$ cat src/logic/cpd_pkg.sv
package cpd_pkg;
    // software register map (byte addresses)
    localparam logic [7:0] A_CTRL = 8'h00;
    localparam logic [7:0] A_PC = 8'h04;
    localparam logic [7:0] A_SCAN = 8'h08;
    localparam logic [7:0] A_STAT = 8'h0c;
    localparam logic [7:0] A_MASK = 8'h10;
    localparam logic [7:0] A_SEL = 8'h14;
    localparam logic [7:0] A_PRIM = 8'h18;
    localparam logic [7:0] A_OPA = 8'h1c;
    // coprocessor interface register offsets
    localparam logic [4:0] CIR_RESP = 5'h00;
    localparam logic [4:0] CIR_CMD = 5'h0a;
    localparam logic [4:0] CIR_COND = 5'h0e;
    localparam logic [4:0] CIR_REGSEL = 5'h14;
    localparam logic [4:0] CIR_IADDR = 5'h18;
    localparam logic [4:0] CIR_OPADDR = 5'h1c;
    // response primitive fields
    localparam int CA_BIT = 15;
    localparam int PCF_BIT = 14;
    localparam int DIR_BIT = 13;
    localparam int FN_HI = 12;
    localparam int FN_LO = 8;
    // recognised function codes
    localparam logic [4:0] FN_NULL = 5'h02;
    localparam logic [4:0] FN_EXT = 5'h0e;
    localparam logic [4:0] FN_SCAN = 5'h01;
    localparam logic [4:0] FN_OPA = 5'h0a;
    localparam logic [4:0] FN_SEL = 5'h0c;
    // control and status fields
    localparam int CTRL_GO = 0;
    localparam int CTRL_KIND_LO = 1;
    localparam int CTRL_CMD_LO = 16;
    localparam int STAT_W = 2;
    localparam int ST_DONE = 0;
    localparam int ST_PROT = 1;
    localparam logic [STAT_W-1:0] STAT_RESET = 2'h0;
    localparam logic [31:0] PC_RESET = 32'h0000_0000;
    // scan pointer offsets from the operation word
    localparam logic [31:0] SCAN_GEN = 32'h0000_0004;
    localparam logic [31:0] SCAN_BR = 32'h0000_0002;
    localparam logic [31:0] SCAN_CND = 32'h0000_0004;
    localparam logic [31:0] WORD_STEP = 32'h0000_0002;

    typedef enum logic [2:0] {
        KIND_GEN = 3'b000,
        KIND_BR = 3'b001,
        KIND_SET = 3'b010,
        KIND_TRAP = 3'b011,
        KIND_DBR = 3'b100
    } cpd_kind_e;

    typedef enum logic [2:0] {
        S_IDLE = 3'b000,
        S_CMD = 3'b001,
        S_RESP = 3'b010,
        S_PASS = 3'b011,
        S_SERV = 3'b100,
        S_XFER = 3'b101,
        S_NEXT = 3'b110
    } cpd_state_e;
endpackage

$ cat src/logic/cpd_cir_if.sv
interface cpd_cir_if;
    logic req;
    logic wr;
    logic [4:0] addr;
    logic [31:0] wdata;
    logic done;
    logic [31:0] rdata;
    modport eng (output req, wr, addr, wdata, input done, rdata);
    modport port (input req, wr, addr, wdata, output done, rdata);
endinterface

$ cat src/logic/cpd_dialog.sv
module cpd_dialog
    import cpd_pkg::*;
#(
    parameter logic [31:0] PC_INIT = PC_RESET
) (
    // clock, reset, enable
    input wire logic clk_in,
    input wire logic reset_n_in,
    input wire logic ce_in,
    // apb slave
    input wire logic psel_in,
    input wire logic penable_in,
    input wire logic pwrite_in,
    input wire logic [7:0] paddr_in,
    input wire logic [31:0] pwdata_in,
    output logic [31:0] prdata_out,
    output logic pready_out,
    output logic pslverr_out,
    // interrupt
    output logic irq_out,
    // coprocessor pins
    output logic cir_sel_out,
    output logic cir_wr_out,
    output logic [4:0] cir_addr_out,
    output logic [31:0] cir_wdata_out,
    input wire logic cir_ack_in,
    input wire logic [31:0] cir_rdata_in
);
    cpd_cir_if cir();

    cpd_state_e st_r;
    cpd_kind_e kind_r;
    logic cir_req_r;
    logic cir_wr_r;
    logic [4:0] cir_addr_r;
    logic [31:0] cir_wdata_r;
    logic [15:0] prim_r;
    logic [15:0] cmd_r;
    logic [15:0] sel_r;
    logic [31:0] pc_r;
    logic [31:0] scan_r;
    logic [31:0] opa_r;
    logic ev_done_r;
    logic ev_prot_r;
    logic [STAT_W-1:0] stat_r;
    logic [STAT_W-1:0] stat_nxt;
    logic [STAT_W-1:0] mask_r;
    logic apb_wr;
    logic go;
    logic busy;
    logic [4:0] fn;
    cpd_kind_e go_kind;

    assign cir.req = cir_req_r;
    assign cir.wr = cir_wr_r;
    assign cir.addr = cir_addr_r;
    assign cir.wdata = cir_wdata_r;

    cpd_cir_port u_port (
        .clk_in(clk_in),
        .reset_n_in(reset_n_in),
        .ce_in(ce_in),
        .eng(cir),
        .cir_sel_out(cir_sel_out),
        .cir_wr_out(cir_wr_out),
        .cir_addr_out(cir_addr_out),
        .cir_wdata_out(cir_wdata_out),
        .cir_ack_in(cir_ack_in),
        .cir_rdata_in(cir_rdata_in)
    );

    ////////////////////////////////////////////////////////////////////
    // decode helpers

    function automatic logic prim_known(input logic [4:0] f);
        return (f == FN_NULL) || (f == FN_EXT) || (f == FN_SCAN) ||
            (f == FN_OPA) || (f == FN_SEL);
    endfunction

    // words already consumed before the first response read
    function automatic logic [31:0] scan_ofs(input cpd_kind_e k);
        if (k == KIND_GEN) begin
            return SCAN_GEN;
        end else if (k == KIND_BR) begin
            return SCAN_BR;
        end else begin
            return SCAN_CND;
        end
    endfunction

    function automatic logic [32:0] rd_word(input logic [7:0] a);
        if (a == A_CTRL) begin
            return {1'b0, cmd_r, 12'h000, kind_r, busy};
        end else if (a == A_PC) begin
            return {1'b0, pc_r};
        end else if (a == A_SCAN) begin
            return {1'b0, scan_r};
        end else if (a == A_STAT) begin
            return {1'b0, 29'h0, busy, stat_r};
        end else if (a == A_MASK) begin
            return {1'b0, 30'h0, mask_r};
        end else if (a == A_SEL) begin
            return {1'b0, 16'h0000, sel_r};
        end else if (a == A_PRIM) begin
            return {1'b0, 16'h0000, prim_r};
        end else if (a == A_OPA) begin
            return {1'b0, opa_r};
        end else begin
            return {1'b1, 32'h0000_0000};
        end
    endfunction

    assign fn = prim_r[FN_HI:FN_LO];
    assign busy = (st_r != S_IDLE);
    assign apb_wr = psel_in & penable_in & pready_out & pwrite_in;
    assign go = apb_wr && (paddr_in == A_CTRL) && pwdata_in[CTRL_GO];
    assign go_kind = cpd_kind_e'(pwdata_in[CTRL_KIND_LO +: 3]);

    ////////////////////////////////////////////////////////////////////
    // apb slave: one wait state, answer on the second access cycle

    always_ff @(posedge clk_in) begin
        if (!reset_n_in) begin
            pready_out <= 1'b0;
            prdata_out <= 32'h0000_0000;
            pslverr_out <= 1'b0;
        end else if (ce_in) begin
            pready_out <= psel_in & penable_in & ~pready_out;
            if (psel_in & penable_in & ~pready_out) begin
                {pslverr_out, prdata_out} <= rd_word(paddr_in);
            end
        end
    end

    ////////////////////////////////////////////////////////////////////
    // dialogue engine

    always_ff @(posedge clk_in) begin
        if (!reset_n_in) begin
            st_r <= S_IDLE;
            kind_r <= KIND_GEN;
            cir_req_r <= 1'b0;
            cir_wr_r <= 1'b0;
            cir_addr_r <= CIR_RESP;
            cir_wdata_r <= 32'h0000_0000;
            prim_r <= 16'h0000;
            cmd_r <= 16'h0000;
            sel_r <= 16'h0000;
            pc_r <= PC_INIT;
            scan_r <= PC_INIT;
            opa_r <= 32'h0000_0000;
            ev_done_r <= 1'b0;
            ev_prot_r <= 1'b0;
        end else if (ce_in) begin
            ev_done_r <= 1'b0;
            ev_prot_r <= 1'b0;
            if (cir.done) begin
                cir_req_r <= 1'b0;
            end
            // software may not move the counter mid-instruction
            if (apb_wr && paddr_in == A_PC && !busy) begin
                pc_r <= pwdata_in;
            end
            if (apb_wr && paddr_in == A_OPA && !busy) begin
                opa_r <= pwdata_in;
            end
            case (st_r)
                S_IDLE: begin
                    if (go) begin
                        kind_r <= go_kind;
                        cmd_r <= pwdata_in[CTRL_CMD_LO +: 16];
                        scan_r <= pc_r + scan_ofs(go_kind);
                        cir_req_r <= 1'b1;
                        cir_wr_r <= 1'b1;
                        cir_addr_r <= (go_kind == KIND_GEN) ?
                            CIR_CMD : CIR_COND;
                        cir_wdata_r <= {16'h0000,
                            pwdata_in[CTRL_CMD_LO +: 16]};
                        st_r <= S_CMD;
                    end
                end
                S_CMD: begin
                    if (cir.done) begin
                        cir_req_r <= 1'b1;
                        cir_wr_r <= 1'b0;
                        cir_addr_r <= CIR_RESP;
                        st_r <= S_RESP;
                    end
                end
                S_RESP: begin
                    if (cir.done) begin
                        prim_r <= cir.rdata[15:0];
                        if (cir.rdata[PCF_BIT]) begin
                            // counter goes out before any service
                            cir_req_r <= 1'b1;
                            cir_wr_r <= 1'b1;
                            cir_addr_r <= CIR_IADDR;
                            cir_wdata_r <= pc_r;
                            st_r <= S_PASS;
                        end else begin
                            st_r <= S_SERV;
                        end
                    end
                end
                S_PASS: begin
                    if (cir.done) begin
                        st_r <= S_SERV;
                    end
                end
                S_SERV: begin
                    st_r <= S_NEXT;
                    if (!prim_known(fn)) begin
                        ev_prot_r <= 1'b1;
                        st_r <= S_IDLE;
                    end else if (fn == FN_EXT) begin
                        scan_r <= scan_r + WORD_STEP;
                    end else if (fn == FN_SCAN) begin
                        cir_req_r <= 1'b1;
                        cir_wr_r <= 1'b1;
                        cir_addr_r <= CIR_IADDR;
                        cir_wdata_r <= scan_r;
                        st_r <= S_XFER;
                    end else if (fn == FN_OPA) begin
                        cir_req_r <= 1'b1;
                        cir_wr_r <= ~prim_r[DIR_BIT];
                        cir_addr_r <= CIR_OPADDR;
                        cir_wdata_r <= opa_r;
                        st_r <= S_XFER;
                    end else if (fn == FN_SEL) begin
                        cir_req_r <= 1'b1;
                        cir_wr_r <= 1'b0;
                        cir_addr_r <= CIR_REGSEL;
                        st_r <= S_XFER;
                    end
                end
                S_XFER: begin
                    if (cir.done) begin
                        if (!cir_wr_r && cir_addr_r == CIR_OPADDR) begin
                            opa_r <= cir.rdata;
                        end
                        if (cir_addr_r == CIR_REGSEL) begin
                            sel_r <= cir.rdata[15:0];
                        end
                        st_r <= S_NEXT;
                    end
                end
                S_NEXT: begin
                    if (prim_r[CA_BIT]) begin
                        cir_req_r <= 1'b1;
                        cir_wr_r <= 1'b0;
                        cir_addr_r <= CIR_RESP;
                        st_r <= S_RESP;
                    end else begin
                        // trusts the coprocessor to leave scan in place
                        pc_r <= scan_r;
                        ev_done_r <= 1'b1;
                        st_r <= S_IDLE;
                    end
                end
                default: begin
                    st_r <= S_IDLE;
                end
            endcase
        end
    end

    ////////////////////////////////////////////////////////////////////
    // status, mask, interrupt

    // an event in the clearing cycle survives the clear
    always_comb begin
        stat_nxt = stat_r;
        if (apb_wr && paddr_in == A_STAT) begin
            stat_nxt = stat_nxt & ~pwdata_in[STAT_W-1:0];
        end
        stat_nxt[ST_DONE] = stat_nxt[ST_DONE] | ev_done_r;
        stat_nxt[ST_PROT] = stat_nxt[ST_PROT] | ev_prot_r;
    end

    always_ff @(posedge clk_in) begin
        if (!reset_n_in) begin
            stat_r <= STAT_RESET;
            mask_r <= STAT_RESET;
            irq_out <= 1'b0;
        end else if (ce_in) begin
            stat_r <= stat_nxt;
            if (apb_wr && paddr_in == A_MASK) begin
                mask_r <= pwdata_in[STAT_W-1:0];
            end
            irq_out <= |(stat_nxt & mask_r);
        end
    end
endmodule // cpd_dialog

$ cat src/logic/cpd_cir_port.sv
module cpd_cir_port
    import cpd_pkg::*;
(
    // clock and reset
    input wire logic clk_in,
    input wire logic reset_n_in,
    input wire logic ce_in,
    // engine side
    cpd_cir_if.port eng,
    // coprocessor pins
    output logic cir_sel_out,
    output logic cir_wr_out,
    output logic [4:0] cir_addr_out,
    output logic [31:0] cir_wdata_out,
    input wire logic cir_ack_in,
    input wire logic [31:0] cir_rdata_in
);
    logic done_r;
    logic [31:0] rdata_r;

    assign eng.done = done_r;
    assign eng.rdata = rdata_r;

    // done is a one-cycle pulse; engine drops req on it or sets up its next access
    always_ff @(posedge clk_in) begin
        if (!reset_n_in) begin
            cir_sel_out <= 1'b0;
            cir_wr_out <= 1'b0;
            cir_addr_out <= 5'h00;
            cir_wdata_out <= 32'h0000_0000;
            done_r <= 1'b0;
            rdata_r <= 32'h0000_0000;
        end else if (ce_in) begin
            done_r <= 1'b0;
            if (!cir_sel_out && eng.req && !done_r) begin
                cir_sel_out <= 1'b1;
                cir_wr_out <= eng.wr;
                cir_addr_out <= eng.addr;
                cir_wdata_out <= eng.wdata;
            end else if (cir_sel_out && cir_ack_in) begin
                cir_sel_out <= 1'b0;
                done_r <= 1'b1;
                rdata_r <= cir_rdata_in;
            end
        end
    end
endmodule // cpd_cir_port

$ cat config.mk
export PLATFORM = sky130hd
export DESIGN_NAME = cpd_dialog
export DESIGN_NICKNAME = d
export VERILOG_FILES = /design/src/logic/cpd_pkg.sv /design/src/logic/cpd_cir_if.sv /design/src/logic/cpd_dialog.sv /design/src/logic/cpd_cir_port.sv
export SDC_FILE = /design/constraint.sdc
export NUM_CORES = 1
export LEC_CHECK = 0
export BUFFER_PORTS_ARGS = -buffer_cell sky130_fd_sc_hd__buf_2
export CAP_MARGIN = 10
export CORE_ASPECT_RATIO = 0.9
export CORE_MARGIN = 4
export CORE_UTILIZATION = 40
export DETAILED_ROUTE_END_ITERATION = 12
export GPL_TIMING_DRIVEN = 0
export PLACE_DENSITY = 0.56
export SLEW_MARGIN = 20
export SYNTH_ARGS = -nofsm -noshare
export SYNTH_HDL_FRONTEND = slang
export SYNTH_SLANG_ARGS = --single-unit
$ cat constraint.sdc
create_clock -name clk_in -period 3.6 [get_ports clk_in]
set_input_delay 0.36 -clock clk_in [delete_from_list [all_inputs] [get_ports clk_in]]
set_output_delay 0.36 -clock clk_in [all_outputs]
set_load 0.01 [all_outputs]
Word level (Yosys, flattened, before mapping)
Cells that the tools add are included.
- flip-flop bits (word level): 302
- bits of input ports: 79
- output and inout bits: 74
- logic and storage cells: 204
- $add $sub $neg: 2
- equal/unequal tests: 33
- multiplexer cells: 90
- bitwise gates (word level): 12
- reduce and logical (&&, ||, !) cells: 41
- operator list (kind ; count):
    32-bit two-way mux ; 21
    33-bit two-way mux ; 8
    32-bit one-hot mux with 3 select lines ; 1
    32-bit one-hot mux with 2 select lines ; 1
    5-bit two-way mux ; 10
    32-bit by 2-bit adder with 32-bit output (second input constant) ; 1
    32-bit adder ; 1
    8-bit by 5-bit equality test with 1-bit output (second input constant) ; 4
    3-bit two-way mux ; 10
    1-bit two-way mux ; 29
    5-bit one-hot mux with 5 select lines ; 1
    3-bit one-hot mux with 7 select lines ; 1
    8-bit by 4-bit equality test with 1-bit output (second input constant) ; 2
    5-bit by 4-bit equality test with 1-bit output (second input constant) ; 3
    1-bit logical AND ; 12
    2-bit two-way mux ; 6
    5-bit equality test (second input constant) ; 2
    2-bit by 1-bit inequality test with 1-bit output (second input constant) ; 5
    2-bit inequality test (second input constant) ; 5
    1-bit one-hot mux with 5 select lines ; 2
    10-bit AND reduction ; 1
    3-bit equality test (second input constant) ; 3
    3-bit AND reduction ; 3
    8-bit by 3-bit equality test with 1-bit output (second input constant) ; 1
    24 further kinds ; 45

Logic depth before layout (Yosys ltp)
Gate-level depths: netlist (run 1).
- word-level depth: 12
- depth in mapped cells: 12
- mapped depth without buffers: 12

Hierarchy
A second synthesis (run 1) with hierarchy kept.
- cell total of the unflattened synthesis: 1898
- area total of the unflattened synthesis: 15122.0 um2
- modules (own cells, without submodules) (module ; instances ; cells an instance ; area an instance (um2) ; sequential area each (um2)):
    cpd_dialog ; 1 ; 1585 ; 12263.0 ; 4584.4
    cpd_cir_port ; 1 ; 313 ; 2859.0 ; 1441.4

Worst setup path before layout (run 1)
OpenSTA, ideal clock, no wires.
- path kind: input to register
- start point: input pwdata_in[2]
- end point: register scan_r[27]
- setup time: 0.060 ns
- data arrival time: 2.547 ns
- required time: 3.540 ns
- slack: 0.993 ns
- cell stages on the path: 12
- path buffers: 0
- cells stage by stage: nor2_1 nand2_1 inv_1 ha_1 inv_1 fa_1 nand2b_1 nor4_1 nand4_1 xor2_1 a211o_1 nand2_1
- longest elaborated chain between the ends: 10
- elaborated cells on any way between the ends: 11
- those cells by class: add/sub: 1; eq/ne: 1; mux: 8; reduce/logical: 1
- ends and longest elaborated chain (item ; line ; source):
    from (decl) ; cpd_dialog.sv:15 ; input wire logic [31:0] pwdata_in,
    3-bit by 1-bit equality test with 1-bit output ; cpd_dialog.sv:84 ; end else if (k == KIND_BR) begin
    3-bit two-way mux ; cpd_dialog.sv:84 ;
    3-bit two-way mux * ; cpd_dialog.sv:82 ; if (k == KIND_GEN) begin
    32-bit two-way mux * ; cpd_dialog.sv:169 ; if (go) begin
    32-bit two-way mux * ; cpd_dialog.sv:167 ; case (st_r)
    32-bit two-way mux * ; cpd_dialog.sv:154 ; end else if (ce_in) begin
    32-bit two-way mux * ; cpd_dialog.sv:139 ; if (!reset_n_in) begin
    32-bit adder * ; cpd_dialog.sv:172 ; scan_r <= pc_r + scan_ofs(go_kind);
    32-bit two-way mux * ; cpd_dialog.sv:169 ;
    32-bit one-hot mux with 2 select lines * ; cpd_dialog.sv:167 ;
    to (signal assigned) ; cpd_dialog.sv:172 ;
    to (signal assigned) ; cpd_dialog.sv:216 ; scan_r <= scan_r + WORD_STEP;
    to (decl) ; cpd_dialog.sv:41 ; logic [31:0] scan_r;
Mark *: on every way between the ends. The rest lies on a longest branch, timed or not. The select of a mux whose other input is x is not followed.
A chain may end at the register's enable or synchronous reset.

Worst setup path after layout (run 1)
- start point: register prim_r[8]
- end point: register cir_wdata_r[5] (netlist: cir.wdata[5])
- longest elaborated chain between the ends: 7
- elaborated cells on any way between the ends: 17
- those cells by class: eq/ne: 8; mux: 4; reduce/logical: 5
- ends and longest elaborated chain (item ; line ; source):
    from (decl) ; cpd_dialog.sv:37 ; logic [15:0] prim_r;
    from (signal assigned) ; cpd_dialog.sv:192 ; prim_r <= cir.rdata[15:0];
    5-bit by 2-bit equality test with 1-bit output / 5-bit by 4-bit equality test with 1-bit output (equally long branches) ; cpd_dialog.sv:76, cpd_dialog.sv:215 ;
    1-bit logical OR (3 in series) ; cpd_dialog.sv:76 ; return (f == FN_NULL) || (f == FN_EXT) || (f == FN_SCAN) ||
    1-bit logical OR ; cpd_dialog.sv:77 ; (f == FN_OPA) || (f == FN_SEL);
    2-bit inequality test (no line) ; n/a ;
    8-bit AND reduction (no line) ; n/a ;
    to (signal assigned) ; cpd_dialog.sv:177 ; cir_wdata_r <= {16'h0000,
    to (signal assigned) ; cpd_dialog.sv:198 ; cir_wdata_r <= pc_r;
    to (signal assigned) ; cpd_dialog.sv:221 ; cir_wdata_r <= scan_r;
    to (decl) ; cpd_dialog.sv:36 ; logic [31:0] cir_wdata_r;
Parallel ways exist; a longest one is shown, timed or not. The select of a mux whose other input is x is not followed.

==> results by group, run 1 <==
Outcome
  – Status: finished clean

Worst setup path
  – Worst Path Buf+Inv: 1
  – Crit-path slowest cell: a311oi_1
  – CP peak stage delay: 0.88 ns
  – Crit start category: flip-flop
  – Reg-to-reg endpoint: cir.wdata[5]$_SDFFE_PN0P_
  – R2R setup slack: 0.06 ns
  – Worst path cell trace: or3b_1, nor3_1, clkbuf_1, nand2_1, a311oi_1, a31o_1
  – Worst R2R Start: prim_r[8]$_SDFFE_PN0P_
  – CP Capture Type: flip-flop
  – CP Data Required Time: 4.07 ns
  – Reg2reg path depth: 6
  – Worst path top cell family by delay: simple AND/OR/NAND/NOR gates
  – CP Max Fanout: 10
  – WP data arrival: 4.01 ns
  – CP Class: reg -> reg

Final layout
  – Layout Nets: 2263
  – Antenna diodes: 0
  – Area of the multi-input gates: 0.00799 mm²
  – Share of cells above drive strength 1: 11.2%
  – Fillers: 3739
  – Area growth from synthesis to layout: 17.5%
  – Non-Filler Instances: 2682
  – Reg area: 0.00601 mm²

Timing
  – Final min period: 3.54 ns
  – Worst slew margin: 23.3%
  – Max Freq: 282 MHz
  – Tcrit/Tclk final: 98.4%
  – Total negative slack: 0 ns
  – Hold Fails Final Rpt: 0
  – Worst clock skew: 0.0251 ns
  – RSZ-0062 raised after global routing: no
  – Slew @ Worst Pin: 1.15 ns
  – Final setup vio count: 0
  – Final Slew Violations: 0

Min path
  – Min-delay src: cir_rdata_in[19]
  – Hold path depth: 3
  – Hold Path Sink: u_port.eng.rdata[19]$_SDFFE_PN0P_
  – Hold crit path type: in -> reg

GRT
  – Largest net degree at the start of global routing: 14
  – Initial antenna violation count: 1
  – GR Overflow Total: 0
  – Vias in the first global route: 15516
  – GRT Resource Usage Total: 34.4%
  – First-pass GRT wire length: 103 mm

Synthesis
  – Mapped cell area: 0.0147 mm²
  – EDFF count, synth: 0
  – Compound-Gate Fraction of Synth Area: 28.4%
  – Share of the yosys chip area belonging to registers: 40.8%
  – Ys Warns: 0
  – Most used flip-flop cell after synthesis: dfxtp_1
  – Yosys cell types: 69
  – Syn Area/Cell: 7.39 µm²
  – Post-Synth Adder-Cell Area: 0.391%
  – Async S/R FF share, synth: 0%
  – FF+latch count, synth: 300
  – Mapped Cells: 1992
  – Post-Syn Nets: 2075
  – Post-Synth XOR/XNOR Area: 1.78%
  – Simple-gate share of the synthesized area: 21.5%
  – Largest family of logic cells by synthesized area: compound AO/OA/AOI/OAI gates
  – Mux share of post-synthesis cell area: 1.63%

Power and ir drop
  – IR drop worst, VDD: 0.245 mV
  – Power density over the cells: 421 mW/mm²
  – Int Pwr: 5.52 mW
  – Psw: 1.77 mW
  – Sw Share: 24.3%
  – Logic pwr share: 4.9%
  – Sequential power share: 45.6%
  – Clock Power Share: 49.5%
  – Leakage: 5.72 nW

Floorplanning
  – Boundary Pins: 153
  – Die ar.: 0.0400 mm²
  – Die Y-Extent: 190 µm
  – Starting Density: 40.6%
  – Site row count: 66
  – Die Wd: 210 µm
  – CORE AREA: 0.0363 mm²

Clock tree
  – Bufs on Longest Clock Path: 3
  – Post-CTS Setup Inserts: 0
  – CTS Root Cell: clkbuf_16
  – Clk sinks: 300
  – Clock-pin slew on the worst setup and hold paths: 0.06 ns
  – CTS tree: done
  – Htree depth: 2
  – CTS Buf Count: 35
  – Clk Latency, worst-skew pair: 0.54 ns

Job
  – Max-cap violations: 0

Drt
  – Wire length per cell: 26.7 µm
  – Antenna viol nets, final: 0
  – Vias per Instance: 6.19
  – Post-route DRC: 0
  – Drt first pass iters: 6
  – Iter 0 DRT Violations: 2194
  – Routed wire length: 71.7 mm
  – Vias: 16608

Place
  – Routability cong.: 0.993
  – Placed cells: 2619
  – Final HPWL DP: 54.5 mm
  – IO Port Bufs: 149
==> worst min-delay path, delay by kind of cell <==
family	cells	cell delay [ns]
AO/OA/AOI/OAI	1	0.05
buffers and inverters	1	0.09
AND/OR/NAND/NOR	1	0.05
==> routing by layer <==
metal  up-vias  GRT usage [%]  wire length [µm]
li1       7518              -                 -
met1      7891           47.4             30200
met2      1000           51.1             29900
met3       197           8.61              7760
met4         2           15.0              3750
met5         -              0                11
==> cells in the final DEF (no fill, tap or decap), types with 12 or more instances in the layout <==
master	netlist	routed
nand2_1	403	403
buf_2	10	160
or3_1	12	12
xnor2_1	23	23
and3_1	14	14
a311oi_1	18	12
nor3_1	22	19
a31o_1	16	16
inv_1	14	14
dfxtp_1	300	300
nand4_1	27	27
a31oi_1	14	14
mux2i_1	24	24
o22a_1	17	17
o221ai_1	18	18
nor4_1	25	23
clkbuf_16	0	37
nor2_1	149	149
nand3_1	32	32
clkbuf_1	169	174
a21oi_1	326	325
o21ai_0	91	91
a211oi_1	52	52
o22ai_1	91	91
a22oi_1	19	19
==> cell usage after synthesis (3+ instances only) <==
cell type | number | share of area (%)
clkbuf_1 | 169 | 4.3
and4_1 | 5 | 0.30
nand4_1 | 27 | 1.1
o22a_1 | 17 | 1.0
buf_1 | 9 | 0.23
o211ai_1 | 9 | 0.46
or2_2 | 3 | 0.13
a311oi_1 | 18 | 1.1
nor4_1 | 25 | 1.1
xor2_1 | 7 | 0.42
nor2_1 | 149 | 3.8
a22oi_1 | 19 | 0.97
ha_1 | 3 | 0.25
dfxtp_1 | 300 | 41
buf_2 | 10 | 0.34
and3_1 | 14 | 0.59
nand2_1 | 403 | 10
or3_1 | 12 | 0.51
mux2i_1 | 24 | 1.6
inv_1 | 14 | 0.36
nor4_2 | 3 | 0.25
nand3b_1 | 4 | 0.20
nor3_1 | 22 | 0.75
a31o_1 | 16 | 0.95
nand2b_1 | 6 | 0.25
o21ai_1 | 9 | 0.31
xnor2_1 | 23 | 1.4
a211oi_1 | 52 | 2.7
and2_1 | 3 | 0.13
a31oi_1 | 14 | 0.59
a21oi_1 | 326 | 11
o21ai_0 | 91 | 3.1
or4_1 | 5 | 0.25
o221ai_1 | 18 | 1.1
nand3_1 | 32 | 1.1
o22ai_1 | 91 | 3.9
==> kinds of logic after synthesis <==
family	count (synthesis)
other cells	1
buf+inv	207
xor+xnor	30
mux	24
flops	300
compound gates	700
fa+ha+maj	4
simple gates	726
==> how the worst max path moves through the flow <==
stage                           startpoint                        end  cells after the start
floorplan                     pwdata_in[2]    scan_r[27]$_SDFFE_PN0P_                     12
global placement      st_r[0]$_SDFFE_PN0P_      pc_r[13]$_SDFFE_PN0P_                      7
detailed placement             paddr_in[1]     opa_r[14]$_SDFFE_PN0P_                      9
CTS                   st_r[1]$_SDFFE_PN0P_      pc_r[29]$_SDFFE_PN0P_                      8
global route        prim_r[8]$_SDFFE_PN0P_  cir.wdata[7]$_SDFFE_PN0P_                      8
finish              prim_r[8]$_SDFFE_PN0P_  cir.wdata[5]$_SDFFE_PN0P_                      6
==> power groups by stage <==
| stage | Sequential (mW) | Combinational, mW | Clock (mW) |
|---|---|---|---|
| finish | 3.32 | 0.356 | 3.61 |
| global route | 3.32 | 0.366 | 3.78 |
| CTS | 3.32 | 0.340 | 3.64 |
| detailed placement | 3.40 | 0.339 | 0 |
| global placement | 3.40 | 0.339 | 0 |
| floorplan | 3.40 | 0.144 | 0 |
==> flip-flops by register name, summed over array words and instances (netlist names), 2 cells and up <==
name and flops:
opa_r 32, sel_r 16, prim_r 16, u_port.cir_wdata_out 32, u_port.cir_addr_out 4, pc_r 32, mask_r 2, scan_r 32
kind_r 3, cir.wdata 32, st_r 3, cmd_r 16, cir.addr 4, prdata_out 32, u_port.eng.rdata 32, stat_r 2
==> what timing repair did <==
action / CTS / global route
setup endpoints to repair: 0 / 36
gates resized for setup: 0 / 7
hold buffers: 0 / 0
==> final cells by class <==
cell class              count  share of cell area, %
well taps                 476                   3.44
plain buffers             191                   4.32
multi-input cells        1485                   46.1
inverters                  16                  0.347
clock inverters            13                  0.571
repair buffers            151                   4.38
flip-flops and latches    300                   34.7
clock buffers              50                   6.09
==> through the flow <==
stage | instance area (µm²) | hold slack [ns] | utilization (%) | total power, mW | worst slack, ns
floorplan | 14700 | 0.432 | - | 3.54 | 0.993
global placement | 16100 | 0.434 | 44.3 | 3.74 | -0.184
detailed placement | 16100 | 0.438 | 44.4 | 3.74 | -0.137
CTS | 17300 | 0.0588 | 47.6 | 7.31 | 0.0574
global route | 17300 | 0.0701 | 47.7 | 7.47 | 0.00895
finish | 17300 | 0.0721 | 47.7 | 7.29 | 0.0592
(Power assumes the default switching activity.)
==> inputs of run 2 (changes only) <==
--- a/config.mk
+++ b/config.mk
@@ -8,7 +8,7 @@
 export BUFFER_PORTS_ARGS = -buffer_cell sky130_fd_sc_hd__buf_2
 export CAP_MARGIN = 10
 export CORE_ASPECT_RATIO = 0.9
-export CORE_MARGIN = 4
+export CORE_MARGIN = 2
 export CORE_UTILIZATION = 40
 export DETAILED_ROUTE_END_ITERATION = 12
 export GPL_TIMING_DRIVEN = 0
==> run 2 against run 1 <==
The run now ends with negative setup slack left. Critical path type unchanged. Setup slack worse by 0.14 ns. Count of clock-buffer cells in the layout up 2. Critical path depth unchanged. Largest cell class unchanged. Cell count down 0.19%. Total power up 1.3%. Die area down 4.0%.
==> results by group, run 2 (same netlist as run 1, synthesis figures left out) <==
Final layout
  – Layout Nets: 2262
  – Antenna diodes: 0
  – Design Area, Final: 0.0173 mm²
  – Most common cell after layout, fill and taps aside: nand2_1
  – Fin util: 47.7%
  – Area growth from synthesis to layout: 17.5%
  – Commonest cells after routing, fill and taps aside: nand2_1, a21oi_1, dfxtp_1, clkbuf_1, buf_2
  – Share of cells above drive strength 1: 10.7%

GRT
  – Vias in the first global route: 15170
  – First-pass GRT wire length: 103 mm
  – GRT Resource Usage Total: 37.1%
  – GR Overflow Total: 0
  – Initial antenna violation count: 1
  – Largest net degree at the start of global routing: 13

Clock tree
  – Clk Latency, worst-skew pair: 0.55 ns
  – Hold-fix buffers at CTS: 0
  – Clock-pin slew on the worst setup and hold paths: 0.06 ns
  – Clk sinks: 300
  – CTS tree: done
  – Htree depth: 2
  – CTS Buf Count: 35
  – Bufs on Longest Clock Path: 3
  – CTS Root Cell: clkbuf_16
  – Post-CTS Setup Inserts: 0

Worst setup path
  – CP Max Fanout: 10
  – Crit-path slowest cell: a311oi_1
  – Crit start category: flip-flop
  – Worst path top cell family by delay: simple AND/OR/NAND/NOR gates
  – CP Data Required Time: 4.06 ns
  – CP Capture Type: flip-flop
  – CP peak stage delay: 0.85 ns
  – Worst Path Buf+Inv: 1
  – Worst path cell trace: or3b_1, nor3_1, clkbuf_1, nand2_1, a311oi_1, a31o_1
  – CP Class: reg -> reg
  – WP data arrival: 4.14 ns

Drt
  – Iter 0 DRT Violations: 2297
  – Wire length per cell: 26.9 µm
  – Antenna viol nets, final: 0
  – Vias per Instance: 6.17
  – Drt first pass iters: 6
  – Routed wire length: 71.9 mm
  – Post-route DRC: 0
  – Vias: 16525

Timing
  – Max Freq: 272 MHz
  – RSZ-0062 raised after global routing: yes
  – Min Hold Slack: 0.0545 ns
  – Slew @ Worst Pin: 1.17 ns
  – Hold Fails Final Rpt: 0
  – Final setup vio count: 2
  – Worst slew margin: 21.8%
  – Final Slew Violations: 0
  – Tcrit/Tclk final: 102%
  – Final min period: 3.68 ns
  – Worst clock skew: 0.0279 ns
  – Total negative slack: -0.0890 ns
  – Post-route setup slack: -0.0802 ns

Floorplanning
  – CORE AREA: 0.0363 mm²
  – Die Wd: 206 µm
  – Site row count: 66
  – Starting Density: 40.6%
  – Die Y-Extent: 186 µm
  – Boundary Pins: 153
  – Die ar.: 0.0384 mm²

Power and ir drop
  – Leakage: 5.71 nW
  – IR drop worst, VDD: 0.349 mV
  – Power density over the cells: 427 mW/mm²

Place
  – Final HPWL DP: 55.1 mm
  – Routability cong.: 1.03
  – Area after DPL: 0.0161 mm²
  – IO Port Bufs: 149

Job
  – Max-cap violations: 0

Min path
  – Hold crit path type: in -> reg

Outcome
  – Failing checks: negative setup slack
  – Status: finished with violations
==> run 2: layout make-up <==
| class | instances | area, µm² |
|---|---|---|
| Inverter | 16 | 60.1 |
| Fill cell | 3772 | 19000 |
| Sequential cell | 300 | 6010 |
| Clock inverter | 7 | 139 |
| Clock buffer | 52 | 1010 |
| Buffer | 191 | 749 |
| Timing Repair Buffer | 150 | 751 |
| Multi-Input combinational cell | 1485 | 7990 |
| Tap cell | 476 | 596 |
==> run 2: worst min-delay path: stages <==
cell and delay (ns):
buf_2 0.09, nand2_1 0.04, a21oi_1 0.05
==> run 2: repair_timing <==
item | CTS | global route
cloned | 0 | 0
resized for setup | 1 | 8
endpoints found under the setup margin | 30 | 35
==> run 2: metal layers <==
metal  vias up  routed length [µm]  track usage [%]
met2       949               29500             53.3
met1      7899               31400             52.1
met3       166                7330             8.37
li1       7511                   -                -
met4         0                3640             18.0
met5         -                   0                0
==> run 2: stage by stage <==
stage	setup WS, ns	cells	power [mW]
final	-0.0802	2677	7.39
after global routing	-0.0123	2677	7.53
after CTS	0.0405	2677	7.39
after detailed placement	-0.309	2618	3.74
after global placement	-0.374	2617	3.74
after floorplan	0.993	1992	3.54
==> run 2: power by group <==
group | internal [mW] | switching, mW
registers | 3.32 | 0.00253
clock network | 2.23 | 1.48
logic | 0.0821 | 0.277
==> run 2: worst paths after layout <==
kind | start | endpoint | slack [ns] | cells past startpoint
setup / recovery | prim_r[8]$_SDFFE_PN0P_ | cir.wdata[5]$_SDFFE_PN0P_ | -0.08 | 6
hold / removal | cir_rdata_in[4] | u_port.eng.rdata[4]$_SDFFE_PN0P_ | 0.05 | 3
setup reg to reg | prim_r[8]$_SDFFE_PN0P_ | cir.wdata[5]$_SDFFE_PN0P_ | -0.08 | 6
hold reg to reg | u_port.cir_wdata_out[29]$_SDFFE_PN0P_ | u_port.cir_wdata_out[29]$_SDFFE_PN0P_ | 0.45 | 2
